===== config.mk =====
export PLATFORM = sky130hd
export DESIGN_NAME = csd_decoder
export DESIGN_NICKNAME = d
export VERILOG_FILES = /design/src/verilog/csd_buf2.v /design/src/verilog/csd_decoder.v
export VERILOG_INCLUDE_DIRS = /design/src /design/src/verilog
export SDC_FILE = /design/constraint.sdc
export NUM_CORES = 1
export LEC_CHECK = 0
export BUFFER_PORTS_ARGS = -buffer_cell sky130_fd_sc_hd__buf_2
export CORE_MARGIN = 5
export CORE_UTILIZATION = 50
export DETAILED_ROUTE_END_ITERATION = 6
export PLACE_DENSITY_LB_ADDON = 0.1
export SKIP_CTS_REPAIR_TIMING = 1
export SYNTH_ARGS = -nofsm -noshare
export SYNTH_HDL_FRONTEND = slang
export SYNTH_SLANG_ARGS = --single-unit

===== constraint.sdc =====
create_clock -name CORE_CLK -period 4.22 [get_ports CORE_CLK]
set_input_delay 0.422 -clock CORE_CLK [delete_from_list [all_inputs] [get_ports CORE_CLK]]
set_output_delay 0.422 -clock CORE_CLK [all_outputs]
set_load 0.02 [all_outputs]

===== src/verilog/csd_consts.vh =====
// constants for the serial command decoder of the can controller
`ifndef CSD_CONSTS_VH
`define CSD_CONSTS_VH

// ****************************************
// read opcodes
// ****************************************
`define CSD_OP_RD_GPIN      8'hE8
`define CSD_OP_RD_RXERR     8'hEA
`define CSD_OP_RD_TXERR     8'hEC
`define CSD_OP_RD_HIST      8'hEE
`define CSD_OP_RSV_A        8'h4E
`define CSD_OP_RSV_B        8'hF4
`define CSD_OP_RSV_C        8'hF6
`define CSD_OP_RD_BOCNT     8'hF8
`define CSD_OP_RD_TTAG      8'hFA

// ****************************************
// opcodes without data
// ****************************************
`define CSD_OP_ABORT        8'h52
`define CSD_OP_TXQ_CLR      8'h54
`define CSD_OP_DEV_RST      8'h56
`define CSD_OP_TTAG_CLR     8'h58
`define CSD_OP_RXQ_CLR      8'h5A

// ****************************************
// write opcodes
// ****************************************
`define CSD_OP_WR_TXQ       8'h12
`define CSD_OP_WR_FIRST_CONTROL_REG     8'h14
`define CSD_OP_WR_SECOND_CONTROL_REG     8'h16
`define CSD_OP_WR_BT0       8'h18
`define CSD_OP_WR_BT1       8'h1A
`define CSD_OP_WR_IEN       8'h1C
`define CSD_OP_WR_SFEN      8'h1E
`define CSD_OP_WR_GPIN      8'h22
`define CSD_OP_WR_RXERR     8'h24
`define CSD_OP_WR_TXERR     8'h26
`define CSD_OP_FLT_FIRST    8'h62
`define CSD_OP_FLT_LAST     8'h72
`define CSD_OP_MSK_FIRST    8'h74
`define CSD_OP_MSK_LAST     8'h84

// ****************************************
// field positions, counts and reset values
// ****************************************
`define CSD_SECOND_CONTROL_REG_TRANSMIT_ENABLE_BIT_BIT  6
`define CSD_SECOND_CONTROL_REG_SINGLE_MESSAGE_SEND_BIT_BIT  5
`define CSD_IDE_BIT         3
`define CSD_CFG_RST         8'h00
`define CSD_ID_BYTES        3'h6
`define CSD_HIST_BYTES      4'h3
`define CSD_TTAG_BYTES      4'h2
`define CSD_MAX_MSGS        4'h8
`define CSD_STD_HDR         4'h4
`define CSD_EXT_HDR         4'h6
`define CSD_EXT_POS         4'h3
`define CSD_MAX_DLC         4'h8
`define CSD_NO_LEN          4'hF
`define CSD_TXQ_W           9

`endif


===== src/verilog/csd_buf2.v =====
// two-entry buffer with valid and ready on both sides and registered outputs
module csd_buf2 #(
   parameter W = 9
) (
   input  wire         clk,
   input  wire         rst,
   input  wire         flush,
   input  wire         in_valid,
   input  wire [W-1:0] in_data,
   output wire         in_ready,
   output reg          out_valid,
   output reg  [W-1:0] out_data,
   input  wire         out_ready
);
   reg [W-1:0] spare_q;
   reg         spare_v_q;
   wire        pop;
   wire        push;

   assign in_ready = ~spare_v_q;
   assign pop      = out_valid & out_ready;
   assign push     = in_valid & ~spare_v_q;

   // head entry always drives the outputs so they come straight from flops
   always @(posedge clk) begin
      if (rst | flush) begin
         out_valid <= 1'b0;
         out_data  <= {W{1'b0}};
         spare_q   <= {W{1'b0}};
         spare_v_q <= 1'b0;
      end else if (pop) begin
         if (spare_v_q) begin
            out_data  <= spare_q;
            spare_v_q <= 1'b0;
         end else begin
            out_valid <= push;
            out_data  <= in_data;
         end
      end else if (push) begin
         if (!out_valid) begin
            out_valid <= 1'b1;
            out_data  <= in_data;
         end else begin
            spare_q   <= in_data;
            spare_v_q <= 1'b1;
         end
      end
   end
endmodule // csd_buf2


===== src/verilog/csd_decoder.v =====
// serial host command decoder of a standalone can controller
// What this block does
// - each chip-select frame starts with one 8-bit opcode, its data follows in-frame
// - 0xE8 returns one byte: the general pin enable register
// - 0xEA returns receive error counter, 0xEC transmit error counter, one byte each
// - 0xEE returns three bytes from the oldest transmit history entry
// - 0xF8 returns one byte: bus-off recessive sequence count
// - 0xFA returns time tag counter, upper byte then lower byte
// - 0x52 aborts current transmission now and clears send enable bits
// - 0x54 empties transmit queue, clears send enable bits, current frame finishes
// - 0x58 resets the free-running time tag counter
// - 0x12 loads 1 to 8 messages: standard 4-12 bytes, extended 6-14 bytes
// - 0x14 and 0x16 write one byte to first and second control registers
// - 0x18 and 0x1A write one byte to first and second bit timing registers
// - 0x1C writes one byte to the interrupt enable register
// - 0x1E writes one byte to the status flag enable register
// - 0x22 writes one byte to the general pin enable register
// - 0x24 and 0x26 write receive and transmit error counters, test only
// - 0x62 to 0x72 take six bytes for filter identifiers 0 to 7
// - 0x74 to 0x84 take six bytes for mask identifiers 0 to 7
`include "csd_consts.vh"

module csd_decoder (
   input  wire        CORE_CLK,
   input  wire        SYS_RST,
   input  wire        SPI_CS_N,
   input  wire        SPI_SCK,
   input  wire        SPI_MOSI,
   output reg         SPI_MISO,
   output reg         SPI_MISO_OE,
   output reg  [7:0]  FIRST_CONTROL_REG,
   output reg  [7:0]  SECOND_CONTROL_REG,
   output reg  [7:0]  FIRST_BIT_TIMING_REG,
   output reg  [7:0]  SECOND_BIT_TIMING_REG,
   output reg  [7:0]  INTERRUPT_ENABLE_REG,
   output reg  [7:0]  STATUS_FLAG_ENABLE_REG,
   output reg  [7:0]  GENERAL_PIN_ENABLE_REG,
   input  wire [7:0]  RECEIVE_ERROR_COUNTER,
   input  wire [7:0]  TRANSMIT_ERROR_COUNTER,
   output reg         REC_WE,
   output reg         TEC_WE,
   output reg  [7:0]  ERR_CNT_WDATA,
   input  wire [23:0] HIST_DATA,
   output reg         HIST_POP,
   input  wire [7:0]  BUSOFF_RCNT,
   input  wire [15:0] TIME_TAG,
   output reg         TIME_TAG_CLR,
   output reg         ABORT_TX,
   output reg         TXQ_CLR,
   output reg         DEV_RESET,
   output reg         RXQ_CLR,
   output reg         FLT_WE,
   output reg         FLT_MASK,
   output reg  [2:0]  FLT_IDX,
   output reg  [2:0]  FLT_BYTE,
   output reg  [7:0]  FLT_DATA,
   output wire        TXQ_VALID,
   output wire [7:0]  TXQ_DATA,
   output wire        TXQ_LAST,
   input  wire        TXQ_READY,
   output reg         TXQ_OVF
);

   // ****************************************
   // helper functions
   // ****************************************
   // {valid, mask, index}; 0x70 and 0x80 are gaps in the opcode ladder
   function [4:0] id_slot;
      input [7:0] op;
      begin
         id_slot = 5'h00;
         if (op >= `CSD_OP_FLT_FIRST && op <= 8'h6E && !op[0])
            id_slot = {2'b10, op[3:1] - 3'h1};
         else if (op == `CSD_OP_FLT_LAST)
            id_slot = 5'h17;
         else if (op >= `CSD_OP_MSK_FIRST && op <= 8'h7E && !op[0])
            id_slot = {2'b11, op[3:1] - 3'h2};
         else if (op == 8'h82 || op == `CSD_OP_MSK_LAST)
            id_slot = {2'b11, 3'h6 | {2'b00, op[2]}};
      end
   endfunction

   // a length code above eight counts as eight
   function [3:0] dlc_len;
      input [3:0] hdr;
      input [3:0] dlc;
      begin
         dlc_len = hdr + ((dlc > `CSD_MAX_DLC) ? `CSD_MAX_DLC : dlc);
      end
   endfunction

   // ****************************************
   // pin synchronisers and edge detection
   // ****************************************
   // bit 0 is the metastable stage, read only by bit 1; sck bit 2 is the edge history
   reg [1:0] cs_q;
   reg [2:0] sck_q;
   reg [1:0] mosi_q;

   always @(posedge CORE_CLK) begin
      if (SYS_RST) begin
         cs_q   <= 2'h3;
         sck_q  <= 3'h0;
         mosi_q <= 2'h0;
      end else begin
         cs_q   <= {cs_q[0], SPI_CS_N};
         sck_q  <= {sck_q[1:0], SPI_SCK};
         mosi_q <= {mosi_q[0], SPI_MOSI};
      end
   end

   wire sck_rise = sck_q[1] & ~sck_q[2];
   wire sck_fall = ~sck_q[1] & sck_q[2];
   wire active   = ~cs_q[1];

   // ****************************************
   // byte framing
   // ****************************************
   reg  [6:0] rx_q;
   reg  [2:0] bit_q;
   reg  [3:0] byte_q;
   reg  [7:0] op_q;
   wire [7:0] rx_byte = {rx_q, mosi_q[1]};
   wire       done    = active & sck_rise & (bit_q == 3'h7);
   wire       is_op   = (byte_q == 4'h0);
   wire [7:0] op_now  = is_op ? rx_byte : op_q;
   wire [4:0] slot    = id_slot(op_q);

   always @(posedge CORE_CLK) begin
      if (SYS_RST || !active) begin
         rx_q   <= 7'h00;
         bit_q  <= 3'h0;
         byte_q <= 4'h0;
      end else if (sck_rise) begin
         rx_q  <= rx_byte[6:0];
         bit_q <= bit_q + 3'h1;
         if (done && byte_q != 4'hF)
            byte_q <= byte_q + 4'h1;
      end
   end

   // ****************************************
   // read data selection and shift-out
   // ****************************************
   reg  [23:0] hist_q;
   reg  [15:0] ttag_q;
   reg  [7:0]  tx_sr_q;
   reg  [7:0]  rd_byte;
   wire [23:0] hist_w = is_op ? HIST_DATA : hist_q;
   wire [15:0] ttag_w = is_op ? TIME_TAG : ttag_q;

   // reserved test opcodes and unlisted ones fall to the zero default
   always @* begin
      rd_byte = 8'h00;
      case (op_now)
         `CSD_OP_RD_GPIN:
            if (byte_q == 4'h0) rd_byte = GENERAL_PIN_ENABLE_REG;
         `CSD_OP_RD_RXERR:
            if (byte_q == 4'h0) rd_byte = RECEIVE_ERROR_COUNTER;
         `CSD_OP_RD_TXERR:
            if (byte_q == 4'h0) rd_byte = TRANSMIT_ERROR_COUNTER;
         `CSD_OP_RD_HIST: begin
            if (byte_q == 4'h0) rd_byte = hist_w[23:16];
            if (byte_q == 4'h1) rd_byte = hist_w[15:8];
            if (byte_q == 4'h2) rd_byte = hist_w[7:0];
         end
         `CSD_OP_RD_BOCNT:
            if (byte_q == 4'h0) rd_byte = BUSOFF_RCNT;
         `CSD_OP_RD_TTAG: begin
            if (byte_q == 4'h0) rd_byte = ttag_w[15:8];
            if (byte_q == 4'h1) rd_byte = ttag_w[7:0];
         end
         default: rd_byte = 8'h00;
      endcase
   end

   // mode 0: the next byte is staged at byte end and put out on the following falling edge
   always @(posedge CORE_CLK) begin
      if (SYS_RST || !active) begin
         tx_sr_q     <= 8'h00;
         SPI_MISO    <= 1'b0;
         SPI_MISO_OE <= 1'b0;
      end else begin
         SPI_MISO_OE <= 1'b1;
         if (done) begin
            tx_sr_q <= rd_byte;
         end else if (sck_fall) begin
            SPI_MISO <= tx_sr_q[7];
            tx_sr_q  <= {tx_sr_q[6:0], 1'b0};
         end
      end
   end

   // ****************************************
   // opcode capture and command execution
   // ****************************************
   // snapshots keep multi-byte answers coherent while the source moves on
   always @(posedge CORE_CLK) begin
      if (SYS_RST) begin
         op_q   <= 8'h00;
         hist_q <= 24'h000000;
         ttag_q <= 16'h0000;
      end else if (done && is_op) begin
         op_q   <= rx_byte;
         hist_q <= HIST_DATA;
         ttag_q <= TIME_TAG;
      end
   end

   always @(posedge CORE_CLK) begin
      if (SYS_RST) begin
         HIST_POP     <= 1'b0;
         TIME_TAG_CLR <= 1'b0;
         ABORT_TX     <= 1'b0;
         TXQ_CLR      <= 1'b0;
         DEV_RESET    <= 1'b0;
         RXQ_CLR      <= 1'b0;
      end else begin
         HIST_POP     <= done & is_op & (rx_byte == `CSD_OP_RD_HIST);
         TIME_TAG_CLR <= done & is_op & (rx_byte == `CSD_OP_TTAG_CLR);
         ABORT_TX     <= done & is_op & (rx_byte == `CSD_OP_ABORT);
         TXQ_CLR      <= done & is_op & (rx_byte == `CSD_OP_TXQ_CLR);
         DEV_RESET    <= done & is_op & (rx_byte == `CSD_OP_DEV_RST);
         RXQ_CLR      <= done & is_op & (rx_byte == `CSD_OP_RXQ_CLR);
      end
   end

   // ****************************************
   // configuration registers
   // ****************************************
   wire wr1 = done & (byte_q == 4'h1);    // only the first data byte counts
   wire rst_cmd = done & is_op & (rx_byte == `CSD_OP_DEV_RST);
   wire stop_tx = done & is_op &
                  (rx_byte == `CSD_OP_ABORT || rx_byte == `CSD_OP_TXQ_CLR);

   always @(posedge CORE_CLK) begin
      if (SYS_RST || rst_cmd) begin
         FIRST_CONTROL_REG      <= `CSD_CFG_RST;
         SECOND_CONTROL_REG     <= `CSD_CFG_RST;
         FIRST_BIT_TIMING_REG   <= `CSD_CFG_RST;
         SECOND_BIT_TIMING_REG  <= `CSD_CFG_RST;
         INTERRUPT_ENABLE_REG   <= `CSD_CFG_RST;
         STATUS_FLAG_ENABLE_REG <= `CSD_CFG_RST;
         GENERAL_PIN_ENABLE_REG <= `CSD_CFG_RST;
      end else if (stop_tx) begin
         SECOND_CONTROL_REG[`CSD_SECOND_CONTROL_REG_TRANSMIT_ENABLE_BIT_BIT] <= 1'b0;
         SECOND_CONTROL_REG[`CSD_SECOND_CONTROL_REG_SINGLE_MESSAGE_SEND_BIT_BIT] <= 1'b0;
      end else if (wr1) begin
         case (op_q)
            `CSD_OP_WR_FIRST_CONTROL_REG: FIRST_CONTROL_REG      <= rx_byte;
            `CSD_OP_WR_SECOND_CONTROL_REG: SECOND_CONTROL_REG     <= rx_byte;
            `CSD_OP_WR_BT0:   FIRST_BIT_TIMING_REG   <= rx_byte;
            `CSD_OP_WR_BT1:   SECOND_BIT_TIMING_REG  <= rx_byte;
            `CSD_OP_WR_IEN:   INTERRUPT_ENABLE_REG   <= rx_byte;
            `CSD_OP_WR_SFEN:  STATUS_FLAG_ENABLE_REG <= rx_byte;
            `CSD_OP_WR_GPIN:  GENERAL_PIN_ENABLE_REG <= rx_byte;
            default: ;
         endcase
      end
   end

   // error counters live in the protocol engine; this block only hands over the write
   always @(posedge CORE_CLK) begin
      if (SYS_RST) begin
         REC_WE        <= 1'b0;
         TEC_WE        <= 1'b0;
         ERR_CNT_WDATA <= 8'h00;
      end else begin
         REC_WE <= wr1 & (op_q == `CSD_OP_WR_RXERR);
         TEC_WE <= wr1 & (op_q == `CSD_OP_WR_TXERR);
         if (wr1)
            ERR_CNT_WDATA <= rx_byte;
      end
   end

   // ****************************************
   // filter and mask identifier writes
   // ****************************************
   always @(posedge CORE_CLK) begin
      if (SYS_RST) begin
         FLT_WE   <= 1'b0;
         FLT_MASK <= 1'b0;
         FLT_IDX  <= 3'h0;
         FLT_BYTE <= 3'h0;
         FLT_DATA <= 8'h00;
      end else begin
         FLT_WE <= 1'b0;
         // bytes past the sixth are ignored
         if (done && !is_op && slot[4] && byte_q <= {1'b0, `CSD_ID_BYTES}) begin
            FLT_WE   <= 1'b1;
            FLT_MASK <= slot[3];
            FLT_IDX  <= slot[2:0];
            FLT_BYTE <= byte_q[2:0] - 3'h1;
            FLT_DATA <= rx_byte;
         end
      end
   end

   // ****************************************
   // transmit queue loading
   // ****************************************
   reg  [3:0] pos_q;
   reg  [3:0] len_q;
   reg        ext_q;
   reg  [3:0] msgs_q;
   wire [3:0] pos     = pos_q + 4'h1;
   wire       ext_now = (pos == `CSD_EXT_POS) ? rx_byte[`CSD_IDE_BIT] : ext_q;
   reg  [3:0] len_now;
   wire       q_byte  = done & !is_op & (op_q == `CSD_OP_WR_TXQ) &
                        (msgs_q < `CSD_MAX_MSGS);
   wire       q_last  = (pos == len_now);
   wire       q_ready;

   // message length becomes known at the length-code byte of each frame format
   always @* begin
      len_now = len_q;
      if (!ext_now && pos == `CSD_STD_HDR)
         len_now = dlc_len(`CSD_STD_HDR, rx_byte[3:0]);
      else if (ext_now && pos == `CSD_EXT_HDR)
         len_now = dlc_len(`CSD_EXT_HDR, rx_byte[3:0]);
   end

   always @(posedge CORE_CLK) begin
      if (SYS_RST || !active) begin
         pos_q  <= 4'h0;
         len_q  <= `CSD_NO_LEN;
         ext_q  <= 1'b0;
         msgs_q <= 4'h0;
      end else if (q_byte) begin
         ext_q <= ext_now;
         if (q_last) begin
            pos_q  <= 4'h0;
            len_q  <= `CSD_NO_LEN;
            msgs_q <= msgs_q + 4'h1;
         end else begin
            pos_q <= pos;
            len_q <= len_now;
         end
      end
   end

   // the host cannot be stalled, so a byte refused by a full buffer is lost and flagged
   always @(posedge CORE_CLK) begin
      if (SYS_RST)
         TXQ_OVF <= 1'b0;
      else if (q_byte && !q_ready)
         TXQ_OVF <= 1'b1;
      else if (done && is_op && rx_byte == `CSD_OP_WR_TXQ)
         TXQ_OVF <= 1'b0;
   end

   csd_buf2 #(
      .W         (`CSD_TXQ_W)
   ) u_txq_buf (
      .clk       (CORE_CLK),
      .rst       (SYS_RST),
      .flush     (ABORT_TX | TXQ_CLR), // empties together with the visible strobe
      .in_valid  (q_byte),
      .in_data   ({q_last, rx_byte}),
      .in_ready  (q_ready),
      .out_valid (TXQ_VALID),
      .out_data  ({TXQ_LAST, TXQ_DATA}),
      .out_ready (TXQ_READY)
   );

endmodule // csd_decoder


==> out/qor.csv <==
metric;value;unit
outcome;complete, no violations;
DR WL/cell;17.6;um
PwrDens;339;nW/um^2
max FFs per register;16;
Clock Skew;0.00954;ns
global-route met2 utilization;0.365;
Logic pwr share;0.030;
Cells on Worst Hold Path;2;
Slew Viols, Final;0;
nature of the critical path endpoint;register;
Netlist cell types;68;
Switch Pwr;0.811;mW
critical path class;reg -> reg;
DRC violations left;0;
DRT Pass-1 Iters;5;
Yosys top cell by area;dfxtp_1;
switching share of power;0.234;
commonest non-fill, non-tap cells in the layout;185 x dfxtp_1, 170 x buf_2, 141 x nor2_1;
row count;48;
setup ws final;1.06;ns
asr flop ratio synth;0;
met3 Track Usage GR;0.0647;
GP Congestion;0.897;
crit-path max FO;11;
Setup-failing EPs final;0;
vias per inst;5.53;
crit-path cells;ha_1 > xor2_1 > o2111ai_1 > nand2_1 > o21ai_0 > o21a_1 > a2111oi_4 > nand3_2 > a21o_1;
Ports;171;
vias in the first global route;7063;
Root Buffer;clkbuf_16;
Clk pwr share;0.463;
post-route cell area;10200;um^2
area share of xor/xnor cells in the synthesized design;0.0101;
Post-DP HPWL;16.8;mm
Die X;142;um
post-synthesis compound-gate area fraction;0.153;
number of synthesized register bits;185;
Max-slew headroom;0.305;
Simple-Gate Fraction of Synth Area;0.194;
Core Area;17100;um^2
Worst R2R End;pos_q[1]$_SDFFE_PN0P_;
Synth Area per Inst;8.70;um^2
worst reg-to-reg path cell count;9;
yosys warns;0;
via count;7503;
clk slew on worst S/H paths;0.07;ns
mapped cell area;8650;um^2
share of cells above drive strength 1;0.231;
worst vdd ir;272;uV
global route overflow;0;
full die area;20000;um^2
Hold EP;cs_q[0]$_SDFF_PP1_;
initial core utilization;0.505;
Synth Area in Adders;0.0275;
CP required;4.56;ns
Final Util;0.596;
Setup WS pre-CTS;1.12;ns
CTS Sinks;185;
Initial DRC Count;645;
remaining antenna violation count;0;
top cells by area, synth;dfxtp_1 43%, mux2i_1 12%, nor2_1 6.2%;
PortBufs;170;
Reg power frac;0.506;
Max Cap Violations;0;
CTS tree;done;
worst skew pair latency;0.44;ns
EDFF count, synth;0;
Crit-path slowest cell;dfxtp_1;
f_max;317;MHz
commonest non-fill, non-tap cell in the layout;dfxtp_1;
reg-to-reg critical path startpoint;pos_q[0]$_SDFFE_PN0P_;
initial antenna violation count;0;
largest reg by FF count;hist_q;
sequential fraction of the synthesis area;0.428;
Worst setup SP type;register;
leakage power;4.11;nW
Internal Power;2.65;mW
RSZ-0062 raised after global routing;no;
number of diodes;0;
clk buf depth;2;
GRT Total Usage;0.234;
syn_nets;1083;
M1 GR Usage;0.319;
CP Data Arrival Time;3.50;ns
R2R setup slack;1.06;ns
Gate Count Post-Synth;994;
largest net degree at the start of global routing;53;
Placed Instance Area;9600;um^2
Hold Vio Cnt, Final;0;
routed wire length;23.8;mm
Slew @ Worst Pin;1.04;ns
largest family of logic cells by synthesized area;simple AND/OR/NAND/NOR gates;
slowest stage delay, CP;0.51;ns
chip height;142;um
setup_tns;0;ns
hold crit path type;in -> reg;
multiplexer share of the synthesized area;0.143;
nets;1207;
hold path startpoint;SPI_CS_N;
fin crit period;3.16;ns
Main synth FF type;dfxtp_1;
global-route wire length before repair;37.5;mm
CTS buffer count;17;
Overall Power;3.46;mW
global route hottest layer;met2;
final worst-path cycle share;0.748;
Top Registers;hist_q x16, u_txq_buf.out_data x9, u_txq_buf.spare_q x9;
Area Growth Syn to Fin;17.9;%
CTS H-Tree Depth;4;
Synth top area share;0.428;
power by group through the flow:
stage	clock [mW]	combinational, mW	sequential, mW
after global routing	1.71	0.114	1.75
after floorplan	0	0.0516	1.79
after global placement	0	0.105	1.79
after detailed placement	0	0.105	1.79
after CTS	1.63	0.106	1.75
final	1.60	0.105	1.75
worst max-delay path, delay by kind of cell (launching register included):
kind            cells  cell delay (ns)
flops               1             0.51
simple gates        2             0.45
compound gates      5             1.48
fa+ha+maj           1             0.42
xor+xnor            1             0.19
cells by family (layout without fill, tap and decap cells):
logic type | Yosys count | in the layout
adders and majority gates | 19 | 19
DFF | 185 | 185
and+or+nand+nor | 367 | 367
muxes | 121 | 121
AOI/OAI and AO/OA | 196 | 196
xor gates and xnor gates | 10 | 10
buffers and inverters | 96 | 233
metal layers:
metal	vias to the layer above	wire (um)	share of wire
li1	3715	-	-
met3	31	1690	0.071
met5	-	0	0
met2	230	10800	0.45
met4	0	412	0.017
met1	3527	10900	0.46
layout make-up:
cell class                      instances  area, um^2
Clock buffer                           18         439
Clock inverter                         14         155
Fill cell                            1568        6920
Inverter                               15        56.3
Multi-Input combinational cell        713        4580
Sequential cell                       185        3700
Tap cell                              225         282
Timing Repair Buffer                  186         983
how the worst max path moves through the flow:
| stage | start | slack (ns) | cells past startpoint | end |
|---|---|---|---|---|
| floorplan | byte_q[0]$_SDFFE_PN0P_ | 1.53 | 11 | u_txq_buf.spare_q[1]$_SDFFE_PP0P_ |
| global placement | pos_q[0]$_SDFFE_PN0P_ | 1.18 | 8 | pos_q[3]$_SDFFE_PN0P_ |
| detailed placement | pos_q[0]$_SDFFE_PN0P_ | 1.12 | 9 | pos_q[1]$_SDFFE_PN0P_ |
| CTS | pos_q[0]$_SDFFE_PN0P_ | 1.10 | 9 | pos_q[1]$_SDFFE_PN0P_ |
| global route | pos_q[0]$_SDFFE_PN0P_ | 0.87 | 9 | pos_q[1]$_SDFFE_PN0P_ |
| finish | pos_q[0]$_SDFFE_PN0P_ | 1.06 | 9 | pos_q[1]$_SDFFE_PN0P_ |
synth_stat cells, drive strengths merged, types with 2 or more instances:
| cell | instances |
|---|---|
| nand2 | 121 |
| and3 | 2 |
| nor2 | 142 |
| a2bb2oi | 3 |
| or4 | 2 |
| o22ai | 2 |
| or3 | 7 |
| clkbuf | 54 |
| nand4 | 9 |
| o221a | 7 |
| nor3b | 3 |
| o41ai | 2 |
| xor2 | 4 |
| o2111ai | 2 |
| dfxtp | 185 |
| a31oi | 5 |
| o21ai | 16 |
| inv | 14 |
| mux2 | 17 |
| nor3 | 21 |
| a221oi | 8 |
| o211a | 2 |
| nand3 | 12 |
| mux2i | 104 |
| nor4b | 3 |
| xnor2 | 6 |
| a211oi | 16 |
| or2 | 7 |
| o211ai | 3 |
| a21o | 3 |
| nand2b | 9 |
| and2 | 5 |
| nand3b | 4 |
| buf | 27 |
| nor2b | 10 |
| and3b | 3 |
| nor4 | 5 |
| a22oi | 25 |
| a21oi | 88 |
| o21a | 3 |
| ha | 19 |
| o31ai | 3 |
per-stage QoR:
step,hold WS (ns),std cells
after floorplan,0.389,994
after global placement,0.400,1324
after detailed placement,0.400,1324
after CTS,0.146,1356
after global routing,0.157,1356
final,0.164,1356
Power figures use the tool's default switching activity.
